===== src/io_bus_defines.svh =====
// register offsets, field positions, reset values and timing counts of the I/O bus control
`ifndef IO_BUS_DEFINES_SVH
`define IO_BUS_DEFINES_SVH

// ----------------------------------------------------------------------
// bus geometry
// ----------------------------------------------------------------------
`define WORD_W          18
`define MSB_LINE        17
`define BIT_FIRST_PULSE 17
`define BIT_SECOND_PULSE 16
`define BIT_THIRD_PULSE 15

// ----------------------------------------------------------------------
// timing
// ----------------------------------------------------------------------
`define CLK_PERIOD_NS   100
`define SYNC_PERIOD_NS  1000
`define SYNC_WIDTH_NS   250
`define SYNC_PERIOD_CYC ((`SYNC_PERIOD_NS + `CLK_PERIOD_NS - 1) / `CLK_PERIOD_NS)
`define SYNC_WIDTH_CYC  ((`SYNC_WIDTH_NS + `CLK_PERIOD_NS - 1) / `CLK_PERIOD_NS)
`define PHASE_W         4
`define PULSE_START     4'h3
`define CAPTURE_PHASE   4'h7

// ----------------------------------------------------------------------
// register offsets (byte addresses)
// ----------------------------------------------------------------------
`define ADR_W           8
`define OFF_CTRL        8'h00
`define OFF_INSTR       8'h04
`define OFF_ACC_OUT     8'h08
`define OFF_ACC_IN      8'h0c
`define OFF_DCH_CMD     8'h10
`define OFF_WORD_COUNT  8'h14
`define OFF_DCH_OUT     8'h18
`define OFF_DCH_IN      8'h1c
`define OFF_PC          8'h20
`define OFF_IRQ_STATUS  8'h24
`define OFF_IRQ_MASK    8'h28
`define OFF_STATUS      8'h2c

// ----------------------------------------------------------------------
// fields and reset values
// ----------------------------------------------------------------------
`define CTRL_ENABLE     0
`define CTRL_CLEAR      1
`define CMD_DIR_IN      0
`define CMD_INCR_MEM    1
`define IRQ_W           4
`define IRQ_INSTR_DONE  0
`define IRQ_SKIP        1
`define IRQ_DCH_DONE    2
`define IRQ_OVERFLOW    3
`define STAT_BUSY       0
`define STAT_SKIP       1
`define STAT_ENABLE     2
`define RST_WORD        18'h00000
`define RST_IRQ         4'h0

`endif


===== src/io_bus_pkg.sv =====
// types of the I/O bus control
package io_bus_pkg;

  // gray codes along idle, arm, slot1, slot2, slot3, done
  typedef enum logic [2:0] {
    ST_IDLE  = 3'h0,
    ST_ARM   = 3'h1,
    ST_SLOT1 = 3'h3,
    ST_SLOT2 = 3'h2,
    ST_SLOT3 = 3'h6,
    ST_DONE  = 3'h7
  } seq_state_t;

endpackage


===== src/io_bus_ctrl.sv =====
// processor-side I/O bus pulse, data and word-count overflow control
//
// Design decisions made here: register access over Wishbone and the placing of the registers.
`timescale 1ns/1ps
`include "io_bus_defines.svh"

module io_bus_ctrl
  import io_bus_pkg::*;
(
  // clock, reset, enable
  input  wire logic                 clk_i,
  input  wire logic                 rst_i,
  input  wire logic                 ce_i,
  // wishbone slave
  input  wire logic                 wb_cyc_i,
  input  wire logic                 wb_stb_i,
  input  wire logic                 wb_we_i,
  input  wire logic [`ADR_W-1:0]    wb_adr_i,
  input  wire logic [3:0]           wb_sel_i,
  input  wire logic [31:0]          wb_dat_i,
  output logic [31:0]               wb_dat_o,
  output logic                      wb_ack_o,
  output logic                      irq_o,
  // I/O bus data lines, index 17 is line one
  input  wire logic [`WORD_W-1:0]   data_i,
  output logic [`WORD_W-1:0]        data_o,
  output logic                      data_oe_o,
  // I/O bus control
  input  wire logic                 skip_request_n_i,
  output logic                      io_sync_o,
  output logic                      first_control_pulse_o,
  output logic                      second_control_pulse_o,
  output logic                      third_control_pulse_o,
  output logic                      word_count_overflow_o,
  output logic                      bus_clear_pulse_o
);

  // ----------------------------------------------------------------------
  // timing and pin synchronisers
  // ----------------------------------------------------------------------
  logic                slot;
  logic [`PHASE_W-1:0] phase;

  io_sync_timer u_timer (
    .clk_i     (clk_i),
    .rst_i     (rst_i),
    .ce_i      (ce_i),
    .io_sync_o (io_sync_o),
    .slot_o    (slot),
    .phase_o   (phase)
  );

  logic [`WORD_W-1:0] data_meta;
  logic [`WORD_W-1:0] data_sync;
  logic               skip_meta_n;
  logic               skip_sync_n;

  always_ff @(posedge clk_i) begin
    if (rst_i) begin
      data_meta   <= `RST_WORD;
      data_sync   <= `RST_WORD;
      skip_meta_n <= 1'b1;
      skip_sync_n <= 1'b1;
    end else if (ce_i) begin
      data_meta   <= data_i;
      data_sync   <= data_meta;
      skip_meta_n <= skip_request_n_i;
      skip_sync_n <= skip_meta_n;
    end
  end

  // ----------------------------------------------------------------------
  // state
  // ----------------------------------------------------------------------
  seq_state_t          state;
  logic                is_dch;
  logic                dir_in;
  logic                incr_mem;
  logic                wc_zero;
  logic                skip_seen;
  logic                enable;
  logic                clear_pend;
  logic [`WORD_W-1:0]  instr;
  logic [`WORD_W-1:0]  acc_out;
  logic [`WORD_W-1:0]  acc_in;
  logic [`WORD_W-1:0]  word_count;
  logic [`WORD_W-1:0]  dch_out;
  logic [`WORD_W-1:0]  dch_in;
  logic [`WORD_W-1:0]  pc;
  logic [`IRQ_W-1:0]   irq_status;
  logic [`IRQ_W-1:0]   irq_mask;

  seq_state_t          next_state;
  logic                next_is_dch;
  logic                next_dir_in;
  logic                next_incr_mem;
  logic                next_wc_zero;
  logic                next_skip_seen;
  logic                next_enable;
  logic                next_clear_pend;
  logic [`WORD_W-1:0]  next_instr;
  logic [`WORD_W-1:0]  next_acc_out;
  logic [`WORD_W-1:0]  next_acc_in;
  logic [`WORD_W-1:0]  next_word_count;
  logic [`WORD_W-1:0]  next_dch_out;
  logic [`WORD_W-1:0]  next_dch_in;
  logic [`WORD_W-1:0]  next_pc;
  logic [`IRQ_W-1:0]   next_irq_status;
  logic [`IRQ_W-1:0]   next_irq_mask;
  logic [`IRQ_W-1:0]   irq_set;
  logic [31:0]         next_dat;
  logic                next_ack;
  logic                next_first;
  logic                next_second;
  logic                next_third;
  logic                next_oflo;
  logic                next_clear_out;
  logic                next_oe;
  logic [`WORD_W-1:0]  next_data_o;
  logic                in_window;
  logic                wr;
  logic                busy;
  logic [`WORD_W-1:0]  wdat;

  function automatic logic hit(input logic [`ADR_W-1:0] adr, input logic [`ADR_W-1:0] off);
    hit = adr[`ADR_W-1:2] == off[`ADR_W-1:2];
  endfunction

  function automatic logic [31:0] word32(input logic [`WORD_W-1:0] w);
    word32 = {14'h0000, w};
  endfunction

  // ----------------------------------------------------------------------
  // next values
  // ----------------------------------------------------------------------
  always_comb begin
    busy            = state != ST_IDLE;
    // write lands on the edge where the master samples ack high
    wr              = wb_cyc_i && wb_stb_i && wb_we_i && wb_ack_o && (&wb_sel_i[2:0]);
    wdat            = wb_dat_i[`WORD_W-1:0];
    in_window       = (phase >= `PULSE_START)
                      && (phase < `PULSE_START + `PHASE_W'(`SYNC_WIDTH_CYC));
    next_state      = state;
    next_is_dch     = is_dch;
    next_dir_in     = dir_in;
    next_incr_mem   = incr_mem;
    next_wc_zero    = wc_zero;
    next_skip_seen  = skip_seen;
    next_enable     = enable;
    next_clear_pend = clear_pend;
    next_instr      = instr;
    next_acc_out    = acc_out;
    next_acc_in     = acc_in;
    next_word_count = word_count;
    next_dch_out    = dch_out;
    next_dch_in     = dch_in;
    next_pc         = pc;
    next_irq_mask   = irq_mask;
    irq_set         = '0;

    // register writes; starts are ignored while a sequence runs
    if (wr && hit(wb_adr_i, `OFF_CTRL)) begin
      next_enable = wdat[`CTRL_ENABLE];
      if (wdat[`CTRL_CLEAR]) begin
        next_clear_pend = 1'b1;
      end
    end
    if (wr && hit(wb_adr_i, `OFF_INSTR) && !busy && enable) begin
      next_instr     = wdat;
      next_is_dch    = 1'b0;
      next_skip_seen = 1'b0;
      next_state     = ST_ARM;
    end
    if (wr && hit(wb_adr_i, `OFF_DCH_CMD) && !busy && enable) begin
      next_is_dch   = 1'b1;
      next_dir_in   = wdat[`CMD_DIR_IN];
      next_incr_mem = wdat[`CMD_INCR_MEM];
      next_state    = ST_ARM;
    end
    if (wr && hit(wb_adr_i, `OFF_ACC_OUT)) next_acc_out = wdat;
    if (wr && hit(wb_adr_i, `OFF_WORD_COUNT) && !busy) next_word_count = wdat;
    if (wr && hit(wb_adr_i, `OFF_DCH_OUT)) next_dch_out = wdat;
    if (wr && hit(wb_adr_i, `OFF_PC) && !busy) next_pc = wdat;
    if (wr && hit(wb_adr_i, `OFF_IRQ_MASK)) next_irq_mask = wb_dat_i[`IRQ_W-1:0];

    // sequencer advances once per sync slot
    if (slot) begin
      unique case (state)
        ST_IDLE: begin
        end
        ST_ARM: begin
          next_state = ST_SLOT1;
          if (is_dch) begin
            next_word_count = word_count + 1'b1;
            next_wc_zero    = (word_count + 1'b1) == '0;
          end
        end
        ST_SLOT1: next_state = (is_dch && incr_mem) ? ST_DONE : ST_SLOT2;
        ST_SLOT2: next_state = (is_dch && dir_in) ? ST_DONE : ST_SLOT3;
        ST_SLOT3: next_state = ST_DONE;
        ST_DONE: begin
        end
      endcase
    end
    if (state == ST_DONE) begin
      next_state = ST_IDLE;
      if (is_dch) begin
        irq_set[`IRQ_DCH_DONE] = 1'b1;
        irq_set[`IRQ_OVERFLOW] = wc_zero;
      end else begin
        irq_set[`IRQ_INSTR_DONE] = 1'b1;
        irq_set[`IRQ_SKIP]       = skip_seen;
        next_pc                  = skip_seen ? pc + 1'b1 : pc;
      end
    end
    // skip returned during the first pulse, seen two cycles late through the synchroniser
    if (state == ST_SLOT1 && !is_dch && instr[`BIT_FIRST_PULSE] && !skip_sync_n
        && phase >= `PULSE_START + 2'h2) begin
      next_skip_seen = 1'b1;
    end
    if (state == ST_SLOT2 && phase == `CAPTURE_PHASE) begin
      if (is_dch) next_dch_in = data_sync;
      else if (instr[`BIT_SECOND_PULSE]) next_acc_in = data_sync;
    end

    // bus clear waits for a slot and aborts any running sequence
    next_clear_out = bus_clear_pulse_o;
    if (slot && clear_pend) begin
      next_clear_out  = 1'b1;
      next_clear_pend = 1'b0;
      next_state      = ST_IDLE;
    end else if (phase == `PHASE_W'(`SYNC_WIDTH_CYC - 1)) begin
      next_clear_out = 1'b0;
    end

    // pulses sit in a fixed window of the slot
    next_first  = state == ST_SLOT1 && !is_dch && instr[`BIT_FIRST_PULSE] && in_window;
    next_second = state == ST_SLOT2 && in_window
                  && (is_dch ? dir_in : instr[`BIT_SECOND_PULSE]);
    next_third  = state == ST_SLOT3 && in_window
                  && (is_dch || instr[`BIT_THIRD_PULSE]);
    next_oflo   = next_state == ST_SLOT1 && is_dch && next_wc_zero;
    // drive the whole output slot so data is settled around the third pulse
    next_oe     = next_state == ST_SLOT3;
    next_data_o = is_dch ? dch_out : acc_out;

    // sticky status, set beats a simultaneous write-one clear
    for (int i = 0; i < `IRQ_W; i++) begin
      next_irq_status[i] = irq_status[i];
      if (wr && hit(wb_adr_i, `OFF_IRQ_STATUS) && wb_dat_i[i]) next_irq_status[i] = 1'b0;
      if (irq_set[i]) next_irq_status[i] = 1'b1;
    end

    // read mux; unmapped addresses answer zero
    next_ack = wb_cyc_i && wb_stb_i && !wb_ack_o;
    next_dat = 32'h00000000;
    if (hit(wb_adr_i, `OFF_CTRL)) next_dat = {31'h00000000, enable};
    if (hit(wb_adr_i, `OFF_INSTR)) next_dat = word32(instr);
    if (hit(wb_adr_i, `OFF_ACC_OUT)) next_dat = word32(acc_out);
    if (hit(wb_adr_i, `OFF_ACC_IN)) next_dat = word32(acc_in);
    if (hit(wb_adr_i, `OFF_DCH_CMD)) next_dat = {29'h00000000, busy, incr_mem, dir_in};
    if (hit(wb_adr_i, `OFF_WORD_COUNT)) next_dat = word32(word_count);
    if (hit(wb_adr_i, `OFF_DCH_OUT)) next_dat = word32(dch_out);
    if (hit(wb_adr_i, `OFF_DCH_IN)) next_dat = word32(dch_in);
    if (hit(wb_adr_i, `OFF_PC)) next_dat = word32(pc);
    if (hit(wb_adr_i, `OFF_IRQ_STATUS)) next_dat = {28'h0000000, irq_status};
    if (hit(wb_adr_i, `OFF_IRQ_MASK)) next_dat = {28'h0000000, irq_mask};
    if (hit(wb_adr_i, `OFF_STATUS)) next_dat = {29'h00000000, enable, skip_seen, busy};
  end

  // ----------------------------------------------------------------------
  // registers
  // ----------------------------------------------------------------------
  always_ff @(posedge clk_i) begin
    if (rst_i) begin
      state                  <= ST_IDLE;
      is_dch                 <= 1'b0;
      dir_in                 <= 1'b0;
      incr_mem               <= 1'b0;
      wc_zero                <= 1'b0;
      skip_seen              <= 1'b0;
      enable                 <= 1'b0;
      clear_pend             <= 1'b0;
      instr                  <= `RST_WORD;
      acc_out                <= `RST_WORD;
      acc_in                 <= `RST_WORD;
      word_count             <= `RST_WORD;
      dch_out                <= `RST_WORD;
      dch_in                 <= `RST_WORD;
      pc                     <= `RST_WORD;
      irq_status             <= `RST_IRQ;
      irq_mask               <= `RST_IRQ;
      wb_dat_o               <= 32'h00000000;
      wb_ack_o               <= 1'b0;
      irq_o                  <= 1'b0;
      data_o                 <= `RST_WORD;
      data_oe_o              <= 1'b0;
      first_control_pulse_o  <= 1'b0;
      second_control_pulse_o <= 1'b0;
      third_control_pulse_o  <= 1'b0;
      word_count_overflow_o  <= 1'b0;
      bus_clear_pulse_o      <= 1'b0;
    end else if (ce_i) begin
      state                  <= next_state;
      is_dch                 <= next_is_dch;
      dir_in                 <= next_dir_in;
      incr_mem               <= next_incr_mem;
      wc_zero                <= next_wc_zero;
      skip_seen              <= next_skip_seen;
      enable                 <= next_enable;
      clear_pend             <= next_clear_pend;
      instr                  <= next_instr;
      acc_out                <= next_acc_out;
      acc_in                 <= next_acc_in;
      word_count             <= next_word_count;
      dch_out                <= next_dch_out;
      dch_in                 <= next_dch_in;
      pc                     <= next_pc;
      irq_status             <= next_irq_status;
      irq_mask               <= next_irq_mask;
      wb_dat_o               <= next_dat;
      wb_ack_o               <= next_ack;
      irq_o                  <= |(next_irq_status & next_irq_mask);
      data_o                 <= next_data_o;
      data_oe_o              <= next_oe;
      first_control_pulse_o  <= next_first;
      second_control_pulse_o <= next_second;
      third_control_pulse_o  <= next_third;
      word_count_overflow_o  <= next_oflo;
      bus_clear_pulse_o      <= next_clear_out;
    end
  end

endmodule


===== src/io_sync_timer.sv =====
// free-running I/O sync pulse and slot phase generator
`timescale 1ns/1ps
`include "io_bus_defines.svh"

module io_sync_timer (
  // clock, reset, enable
  input  wire logic                 clk_i,
  input  wire logic                 rst_i,
  input  wire logic                 ce_i,
  // timing outputs
  output logic                      io_sync_o,
  output logic                      slot_o,
  output logic [`PHASE_W-1:0]       phase_o
);

  localparam logic [`PHASE_W-1:0] LAST_PHASE = `PHASE_W'(`SYNC_PERIOD_CYC - 1);
  localparam logic [`PHASE_W-1:0] WIDTH      = `PHASE_W'(`SYNC_WIDTH_CYC);

  logic [`PHASE_W-1:0] next_phase;
  logic                next_sync;
  logic                next_slot;

  always_comb begin
    next_phase = (phase_o == LAST_PHASE) ? '0 : phase_o + 1'b1;
    next_sync  = next_phase < WIDTH;
    next_slot  = next_phase == '0;
  end

  always_ff @(posedge clk_i) begin
    if (rst_i) begin
      phase_o   <= LAST_PHASE;
      io_sync_o <= 1'b0;
      slot_o    <= 1'b0;
    end else if (ce_i) begin
      phase_o   <= next_phase;
      io_sync_o <= next_sync;
      slot_o    <= next_slot;
    end
  end

endmodule


===== config.mk =====
export PLATFORM = sky130hd
export DESIGN_NAME = io_bus_ctrl
export DESIGN_NICKNAME = d
export VERILOG_FILES = /design/src/io_bus_pkg.sv /design/src/io_bus_ctrl.sv /design/src/io_sync_timer.sv
export VERILOG_INCLUDE_DIRS = /design/src
export SDC_FILE = /design/constraint.sdc
export NUM_CORES = 1
export LEC_CHECK = 0
export ABC_AREA = 0
export CAP_MARGIN = 15
export CELL_PAD_IN_SITES_DETAIL_PLACEMENT = 0
export CELL_PAD_IN_SITES_GLOBAL_PLACEMENT = 1
export CORE_MARGIN = 5
export CORE_UTILIZATION = 51
export CTS_CLUSTER_SIZE = 14
export DETAILED_ROUTE_END_ITERATION = 16
export DONT_BUFFER_PORTS = 1
export HOLD_SLACK_MARGIN = 0.03
export PLACE_DENSITY_LB_ADDON = 0.1
export SETUP_SLACK_MARGIN = 0.3
export SKIP_LAST_GASP = 1
export SLEW_MARGIN = 15
export SYNTH_ARGS = -nofsm -noshare
export SYNTH_HDL_FRONTEND = slang
export SYNTH_SLANG_ARGS = --single-unit

===== constraint.sdc =====
create_clock -name clk_i -period 6.8 [get_ports clk_i]
set_input_delay 1.36 -clock clk_i [delete_from_list [all_inputs] [get_ports clk_i]]
set_output_delay 1.36 -clock clk_i [all_outputs]
set_load 0.005 [all_outputs]

# Word level (Yosys, flattened, before mapping)
# Index checks and enable logic that the tools add are counted.
[totals]
register_bits = 246
inputBits = 69
out_inout_bits = 59
[classes]
n_addsub = 3
magnitude_cmp = 4
eq_ne = 22
n_mux = 54
n_bitwise = 2
reduce_logical = 68
[ops]
columns = ["operator", "count"]
rows = [
  ["$mux 32", 11],
  ["$mux 18", 9],
  ["$logic_and 1x1->1", 40],
  ["$add 18x1->18 const B", 2],
  ["$eq 6x3->1 const B", 4],
  ["$eq 6x4->1 const B", 4],
  ["$mux 1", 22],
  ["$logic_not 18->1", 1],
  ["$mux 3", 6],
  ["$reduce_and 2->1", 9],
  ["$eq 6x2->1 const B", 2],
  ["$mux 4", 3],
  ["$pmux 3 s4", 1],
  ["$reduce_bool 2->1", 5],
  ["$eq 3x2->1 const B", 3],
  ["$eq 3x3->1 const B", 3],
  ["$reduce_and 3->1", 3],
  ["$eq 6x1->1 const B", 1],
  ["$logic_not 6->1", 1],
  ["$add 4x1->4 const B", 1],
  ["$and 4x4->4", 1],
  ["$eq 4x2->1 const B", 1],
  ["$eq 4x3->1 const B", 1],
  ["$eq 4x4->1 const B", 1],
  ["other kinds (14)", 18],
]

# Depth between registers and ports, before layout
# Gate-level depths: netlist (run 1).
[depth]
word_depth = 16
mapped_depth = 9
mapped_depth_nobuf = 7

# By module
# From an unflattened synthesis (run 1), not the netlist that was laid out.
[hier_totals]
hier_cells = 1333
area_unflattened_um2 = 11328.4
[modules_own_cells]
columns = ["module", "n_inst", "cells_per_inst", "area_each_um2"]
rows = [
  ["io_bus_ctrl", 1, 1303, 11055.6],
  ["io_sync_timer", 1, 30, 272.8],
]

# Worst setup path after synthesis (run 1)
# Ideal clock, no wire load.
[synth_timing]
path_type = "input-to-reg"
start = "input wb_adr_i[4]"
end = "register pc[1]"
setup_ns = 0.088
arrival_time_ns = 3.238
t_required_ns = 6.712
path_slack_ns = 3.474
stages = 9
cell_sequence = "buf_6 -> or4b_1 -> buf_4 -> nor3_4 -> nand3_4 -> a21oi_4 -> buf_6 -> nor2_1 -> a311oi_2"
[synth_between]
elab_chain_cells = 6
[synth_rtl]
columns = ["element", "line_no", "rtl"]
rows = [
  ["start, declared", "io_bus_ctrl.sv:18", "input wire logic [`ADR_W-1:0] wb_adr_i,"],
  ["$eq 6x4->1 (*)", "io_bus_ctrl.sv:126", "hit = adr[`ADR_W-1:2] == off[`ADR_W-1:2];"],
  ["$logic_and 1x1->1 (*) (2 in a row)", "io_bus_ctrl.sv:183", "if (wr && hit(wb_adr_i, `OFF_PC) && !busy) next_pc = wdat;"],
  ["$mux 18 (*)", "io_bus_ctrl.sv:183", ""],
  ["$mux 18", "io_bus_ctrl.sv:207", "if (is_dch) begin"],
  ["$mux 18 (*)", "io_bus_ctrl.sv:205", "if (state == ST_DONE) begin"],
  ["end signal, assigned", "io_bus_ctrl.sv:290", "pc <= `RST_WORD;"],
  ["end signal, assigned", "io_bus_ctrl.sv:318", "pc <= next_pc;"],
  ["end, declared", "io_bus_ctrl.sv:89", "logic [`WORD_W-1:0] pc;"],
]
# Every way passes the cells marked *; elsewhere a longest branch is shown, timed or not.
# A chain may end at the register's enable or synchronous reset.

# Worst setup path after layout (run 1)
[layout_timing]
start = "input wb_adr_i[5]"
end = "register dch_out[13]"
[layout_between]
elab_chain_cells = 3
[layout_rtl]
columns = ["element", "line_no", "rtl"]
rows = [
  ["$eq 6x3->1", "io_bus_ctrl.sv:126", ""],
  ["$logic_and 1x1->1", "io_bus_ctrl.sv:182", "if (wr && hit(wb_adr_i, `OFF_DCH_OUT)) next_dch_out = wdat;"],
  ["$reduce_and 2->1 (no source line)", "n/a", ""],
  ["end signal, assigned", "io_bus_ctrl.sv:288", "dch_out <= `RST_WORD;"],
  ["end signal, assigned", "io_bus_ctrl.sv:316", "dch_out <= next_dch_out;"],
  ["end, declared", "io_bus_ctrl.sv:87", "logic [`WORD_W-1:0] dch_out;"],
]
# No other way between the ends.

==> results of run 1 <==
power by group through the flow:
stage,registers [uW],clock network (uW),logic [uW]
2_1_floorplan,1420,0,109
3_5_place_dp,1430,0,71.2
5_1_grt,1400,1410,80.0
6_report,1400,1320,71.3
4_1_cts,1400,1340,71.4
3_3_place_gp,1430,0,69.7
per-stage QoR:
stage | area, um2 | instances | setup slack (ns) | power [uW] | hold WS [ns]
final | 11880 | 1612 | 2.974 | 2785 | 0.4487
after global routing | 11880 | 1612 | 2.705 | 2886 | 0.4676
after CTS | 11870 | 1611 | 3.012 | 2811 | 0.4457
after detailed placement | 11080 | 1564 | 2.453 | 1498 | 0.4372
after global placement | 11080 | 1564 | 2.533 | 1497 | 0.4309
after floorplan | 11190 | 1399 | 3.474 | 1528 | 0.4284
kinds of logic after synthesis:
| logic type | synth area share |
|---|---|
| AOI/OAI and AO/OA | 0.2151 |
| xor gates and xnor gates | 0.01494 |
| adders and majority gates | 0.003370 |
| buffers and inverters | 0.05380 |
| DFF | 0.4169 |
| muxes | 0.08221 |
| other | 0.0003366 |
| and+or+nand+nor | 0.2134 |
layout make-up:
class                      instances  area (um2)
timing repair buffer              13       97.59
sequential                       232        4644
tap                              280       350.3
clock buffer                      38       735.7
inverter                          11       41.29
fill                            2051        9807
multi-input combinational       1029        5951
clock inverter                     9       61.31
registers in the layout (all words and copies together), names as in the netlist, 3 cells and up:
register,flops
irq_status,4
data_sync,18
acc_in,18
data_o,18
irq_mask,4
dch_in,18
dch_out,18
word_count,18
wb_dat_o,18
acc_out,18
pc,18
instr,18
data_meta,18
u_timer.phase_o,4
state,3
synth_stat cells, drive strengths merged (18+ instances only):
cell type | n | area share
o22ai | 22 | 0.012
mux2 | 18 | 0.018
a22oi | 24 | 0.016
a211oi | 48 | 0.034
a21oi | 161 | 0.073
nand3 | 33 | 0.016
clkbuf | 89 | 0.030
buf | 38 | 0.020
mux2i | 69 | 0.062
nor2 | 115 | 0.039
nand4 | 22 | 0.012
o21ai | 38 | 0.017
nand2 | 286 | 0.096
dfxtp | 232 | 0.42
final timing paths:
path	startpoint	cells past startpoint	endpoint	slack, ns
worst min register to register	instr[12]	2	instr[12]	0.45
worst max register to register	wb_ack_o	7	word_count[2]	3.60
worst min-delay path	instr[12]	2	instr[12]	0.45
worst max-delay path	wb_adr_i[5]	5	dch_out[13]	2.97
routing by layer:
metal,part of all wire,GRT usage
met5,0,0
met4,0.025,0.06719
met3,0.077,0.03991
met2,0.42,0.3701
met1,0.48,0.4118
critical path: cells and delay by family:
family | cells | cell delay (ns)
AO/OA/AOI/OAI | 1 | 0.09
AND/OR/NAND/NOR | 4 | 2.78
==> reports/results.ini, run 1 <==
[run_status]
outcome = finished clean

[cts]
clk-insertion-delay-late_ns = 0.54
h-tree-depth = 1
cts_tree = done
cts-resized-gates = 0
hold_buffers = 0
cts_max_path_buffers = 3
post_cts_buffers = 0
cts.clk_slew.worst_paths_ns = 0.06
cts_inserted_buffers = 26
root_buffer = clkbuf_16
clock-sinks = 232

[worst_setup_path]
cp-end-kind = flip-flop
slowest_delay_ns = 0.91
cp.arrival_ns = 4.23
criticalPathCategory = input port to flip-flop
path_cells = or4b_2 -> nor2_1 -> nand3_1 -> nand2_1 -> a21oi_1
slowest_stage = nand3_1
path_max_fanout = 18
cp.required_ns = 7.21
start_kind = input port

[final_layout]
final_cell_mix = nand2_1 (286), dfxtp_1 (232), a21oi_1 (160)
area_delta_synth_final_pct = 6.649
diodes = 0
fin_nets = 1385
layout_commonest_cell = nand2_1
drive_above_1_share = 0.06757
utilization = 0.5478

[floorplanning]
start_util = 0.5137
fp.dieH_um = 157.8
die_w_um = 157.8
core_region_area_mm2 = 0.02169
die_area_mm2 = 0.02490
io_pins = 128
rows = 54

[synth]
synth_cell_types = 71
yosys_warnings = 0
ys_seq_elements = 232
syn-instance-count = 1386
async_flop_share = 0
syn-cell-area_mm2 = 0.01114
ys_seq_area_frac = 0.4169
synth_edf_count = 0
synth.avg_cell_area_um2 = 8.038
synthFlopType = dfxtp_1

[pwr]
comb_power_share = 0.026
power_density_mw_per_mm2 = 234.4
seq_power_share = 0.502
power.internal_uw = 2162
pwr-share-clk = 0.473
switchingPower_uw = 622.3
p_leak_uw = 0.003845
swShare = 0.2235
ir_drop_mv = 0.1862

[global_route]
grt_pass1_wl_mm = 52.14
antenna_found_initial = 0
grt_max_degree = 228
grt_pass1_vias = 8871
track_usage = 0.2616
gr-total-overflow = 0

[timing]
post-route-period-util = 0.5627
fin_skew_ns = 0.01446
finalSetupViolCount = 0
fmax_ghz = 0.2614
setup-tns-final_ns = 0
worst_slew_pin_slew_ns = 1.044
max-slew-margin-rel = 0.3012
hold_viol = 0
rsz0062_at_grt = false
slew_viol_final = 0
fin_crit_ns = 3.826

[place]
port_buffers = 0
dp_hpwl_mm = 22.59
place.gp.congestion = 0.9097

[routing]
viasPerCell = 6.038
ant_nets = 0
routed_wl_mm = 33.27
post_drt_wl_per_cell_um = 20.64
drt_iter0_drc = 1079
vias = 9733
first_pass_iters = 5
drc_errors = 0

[worst_hold_path]
hp-class = flip-flop to flip-flop

[flow_run]
cap_viol_max_count = 0

No activity file was read; power rests on OpenSTA's default activity.
==> run 2: changes to the inputs <==
--- a/config.mk
+++ b/config.mk
@@ -6,12 +6,12 @@
 export SDC_FILE = /design/constraint.sdc
 export NUM_CORES = 1
 export LEC_CHECK = 0
-export ABC_AREA = 0
+export ABC_AREA = 1
 export CAP_MARGIN = 15
 export CELL_PAD_IN_SITES_DETAIL_PLACEMENT = 0
 export CELL_PAD_IN_SITES_GLOBAL_PLACEMENT = 1
 export CORE_MARGIN = 5
-export CORE_UTILIZATION = 51
+export CORE_UTILIZATION = 46
 export CTS_CLUSTER_SIZE = 14
 export DETAILED_ROUTE_END_ITERATION = 16
 export DONT_BUFFER_PORTS = 1
==> constraint.sdc (replaced) <==
create_clock -name clk_i -period 3.9 [get_ports clk_i]
set_input_delay 0.78 -clock clk_i [delete_from_list [all_inputs] [get_ports clk_i]]
set_output_delay 0.78 -clock clk_i [all_outputs]
set_load 0.005 [all_outputs]
==> reports/results.ini, run 2 <==
[run_status]
outcome = finished clean  ; unchanged

[floorplanning]
die_area_mm2 = 0.02820  ; was 0.02490 mm2
rows = 57  ; was 54
die_w_um = 167.9  ; was 157.8 um
io_pins = 128  ; unchanged
fp.dieH_um = 167.9  ; was 157.8 um
start_util = 0.4691  ; was 0.5137
core_region_area_mm2 = 0.02446  ; was 0.02169 mm2

[cts]
root_buffer = clkbuf_16  ; unchanged
h-tree-depth = 1  ; unchanged
cts_tree = done  ; unchanged
cts_inserted_buffers = 26  ; unchanged
cts.clk_slew.worst_paths_ns = 0.07  ; was 0.06 ns
clk-insertion-delay-late_ns = 0.53  ; was 0.54 ns
cts_max_path_buffers = 3  ; unchanged
cts-resized-gates = 0  ; unchanged
clock-sinks = 232  ; unchanged
post_cts_buffers = 0  ; unchanged
hold_buffers = 0  ; unchanged

[worst_setup_path]
criticalPathCategory = flip-flop to flip-flop  ; was input port to flip-flop
start_kind = flip-flop  ; was input port
cp.arrival_ns = 2.92  ; was 4.23 ns
crit_path_frequent_cell = nand2_1
r2r_start = word_count[0]  ; was wb_ack_o
cp-end-kind = flip-flop  ; unchanged
slowest_stage = dfxtp_1  ; was nand3_1
r2r_end = word_count_overflow_o  ; was word_count[2]
reg2reg_depth = 13  ; was 7
slowest_delay_ns = 0.54  ; was 0.91 ns
path_max_fanout = 8  ; was 18
startpoint = word_count[0]  ; was wb_adr_i[5]
path_cells = ha_1 -> nand2_1 -> nor2_1 -> nand2_1 -> nand2_1 -> nand3_1 -> nor2_1 -> nand2_1 -> nor2_1 -> nand3_1 -> nand2_1 -> nand2_1 -> a21oi_1  ; was or4b_2 -> nor2_1 -> nand3_1 -> nand2_1 -> a21oi_1
cp.required_ns = 4.37  ; was 7.21 ns
r2r_slack_ns = 1.45  ; was 3.60 ns

[synth]
async_flop_share = 0  ; unchanged
synth_top_area_frac = 0.4048  ; was 0.4169
ys_seq_area_frac = 0.4048  ; was 0.4169
syn-instance-count = 1668  ; was 1386
synth_edf_count = 0  ; unchanged
synthFlopType = dfxtp_1  ; unchanged
synth_common_cells = nand2_1 (302), dfxtp_1 (232), nor2_1 (213)  ; was nand2_1 (286), dfxtp_1 (232), a21oi_1 (160)
ys_seq_elements = 232  ; unchanged
synth.avg_cell_area_um2 = 6.879  ; was 8.038 um2
yosysMostFrequentCell = nand2_1  ; unchanged
synth_area_leaders = dfxtp_1 (40%), nand2_1 (9.9%), o21ai_0 (8.7%)  ; was dfxtp_1 (42%), nand2_1 (9.6%), a21oi_1 (7.2%)
synth_cell_types = 50  ; was 71
yosys.area.top_type = dfxtp_1  ; unchanged
syn-cell-area_mm2 = 0.01147  ; was 0.01114 mm2
yosys_warnings = 0  ; unchanged

[timing]
hold_viol = 0  ; unchanged
fin_skew_ns = 0.009410  ; was 0.01446 ns
post-route-period-util = 0.6290
slew_viol_final = 0  ; unchanged
finalSetupViolCount = 0  ; unchanged
fin_crit_ns = 2.453
fin_ws_ns = 1.447  ; was 2.974 ns
fmax_ghz = 0.4077
rsz0062_at_grt = false  ; unchanged
setup-tns-final_ns = 0  ; unchanged
max-slew-margin-rel = 0.4220  ; was 0.3012
worst_slew_pin_slew_ns = 0.8649  ; was 1.044 ns

[pwr]
ir_drop_mv = 0.3181  ; was 0.1862 mV
p_leak_uw = 0.004845  ; was 0.003845 uW
power.total_uw = 5295  ; was 2785 uW
power_density_mw_per_mm2 = 424.9  ; was 234.4 mW/mm2

[worst_hold_path]
hold_path_end = is_dch  ; was instr[12]
hp-class = input port to flip-flop  ; was flip-flop to flip-flop
hp-start = rst_i  ; was instr[12]
whs_path_depth = 1  ; was 2

[global_route]
antenna_found_initial = 0  ; unchanged
grt_pass1_vias = 9838  ; was 8871
track_usage = 0.2492  ; was 0.2616
grt_pass1_wl_mm = 56.81  ; was 52.14 mm
grt_max_degree = 93  ; was 228
gr-total-overflow = 0  ; unchanged

[final_layout]
multi_input_area_mm2 = 0.005648  ; was 0.005951 mm2
area_delta_synth_final_pct = 8.604  ; was 6.649%
num-fill-cells = 2530  ; was 2051
fin_nets = 1691  ; was 1385
drive_above_1_share = 0.06654  ; was 0.06757
utilization = 0.5094  ; was 0.5478
finalNonFillerCells = 1962  ; was 1612
diodes = 0  ; unchanged
layout_commonest_cell = nand2_1  ; unchanged
final_cell_mix = nand2_1 (302), dfxtp_1 (232), nor2_1 (212)  ; was nand2_1 (286), dfxtp_1 (232), a21oi_1 (160)
regArea_mm2 = 0.004644  ; unchanged

[routing]
post_drt_wl_per_cell_um = 18.52  ; was 20.64 um
ant_nets = 0  ; unchanged
viasPerCell = 5.478  ; was 6.038
drt_iter0_drc = 923  ; was 1079
first_pass_iters = 7  ; was 5
routed_wl_mm = 36.33  ; was 33.27 mm
vias = 10747  ; was 9733
drc_errors = 0  ; unchanged

[place]
dpl.cell_count = 1915  ; was 1564
place.gp.congestion = 0.9312  ; was 0.9097
pre_cts_slack_ns = 1.032  ; was 2.453 ns
port_buffers = 0  ; unchanged
dp_hpwl_mm = 25.03  ; was 22.59 mm

[flow_run]
cap_viol_max_count = 0  ; unchanged

-- run 2: changes by cell type in the layout (fill, tap and decap cells not counted), moves of 16 or more --
cell      change
nor2_1       +97
o211ai_1     +39
a211oi_1     -22
a21o_1       -17
nand3_1      +23
a21oi_1      +16
mux2_2       -18
o21ai_1      +17
o21ai_0     +161
inv_1       +167
mux2i_1      -69
o22ai_1      -17
nand2_1      +16
a22oi_1      -24
-- run 2: stage by stage --
step                hold slack (ns)  cell area (um2)
floorplan                    0.4237            11520
global placement             0.4336            11560
detailed placement           0.4439            11560
CTS                          0.2969            12460
global route                 0.3021            12460
finish                       0.3157            12460
-- run 2: critical path, delay by kind of cell (launching register included) --
family | cells | cell delay (ns)
flip-flops | 1 | 0.54
adder cells (fa/ha/maj) | 1 | 0.28
AND/OR/NAND/NOR | 11 | 1.44
AO/OA/AOI/OAI | 1 | 0.13
-- run 2: worst max path at each step --
stage / end / slack (ns)
finish: word_count_overflow_o / 1.45
global route: wb_dat_o[3] / 1.30
CTS: word_count_overflow_o / 1.44
detailed placement: wb_dat_o[3] / 1.03
global placement: wb_dat_o[3] / 1.06
floorplan: wb_dat_o[6] / 1.78
-- run 2: final cells by class --
class | instances | area share
Timing Repair Buffer | 16 | 0.01064
Clock inverter | 10 | 0.01074
Clock buffer | 37 | 0.06124
Sequential cell | 232 | 0.3727
Multi-Input combinational cell | 1152 | 0.4532
Inverter | 191 | 0.05894
Tap cell | 324 | 0.03253
-- run 2: where the power goes --
part	internal, uW	switching (uW)
combinational	77.2	188
sequential	2420	38.7
clock	1560	1010
total	4050	1240
-- run 2: metal layers --
metal / track usage / share of wire / vias to the layer above
met5: 0 / 0 / -
met4: 0.07234 / 0.029 / 0
met3: 0.04783 / 0.070 / 66
met2: 0.3812 / 0.43 / 336
met1: 0.3586 / 0.47 / 4942
li1: - / - / 5403
-- run 2: kinds of logic (layout without fill, tap and decap cells) --
logic type | Yosys count | after routing | synth area share
flops | 232 | 232 | 0.4048
xor+xnor | 8 | 8 | 0.006106
compound gates | 500 | 500 | 0.2460
simple gates | 627 | 627 | 0.2320
other cells | 1 | 14 | 0.0003268
buf+inv | 297 | 254 | 0.1075
fa+ha+maj | 3 | 3 | 0.003272
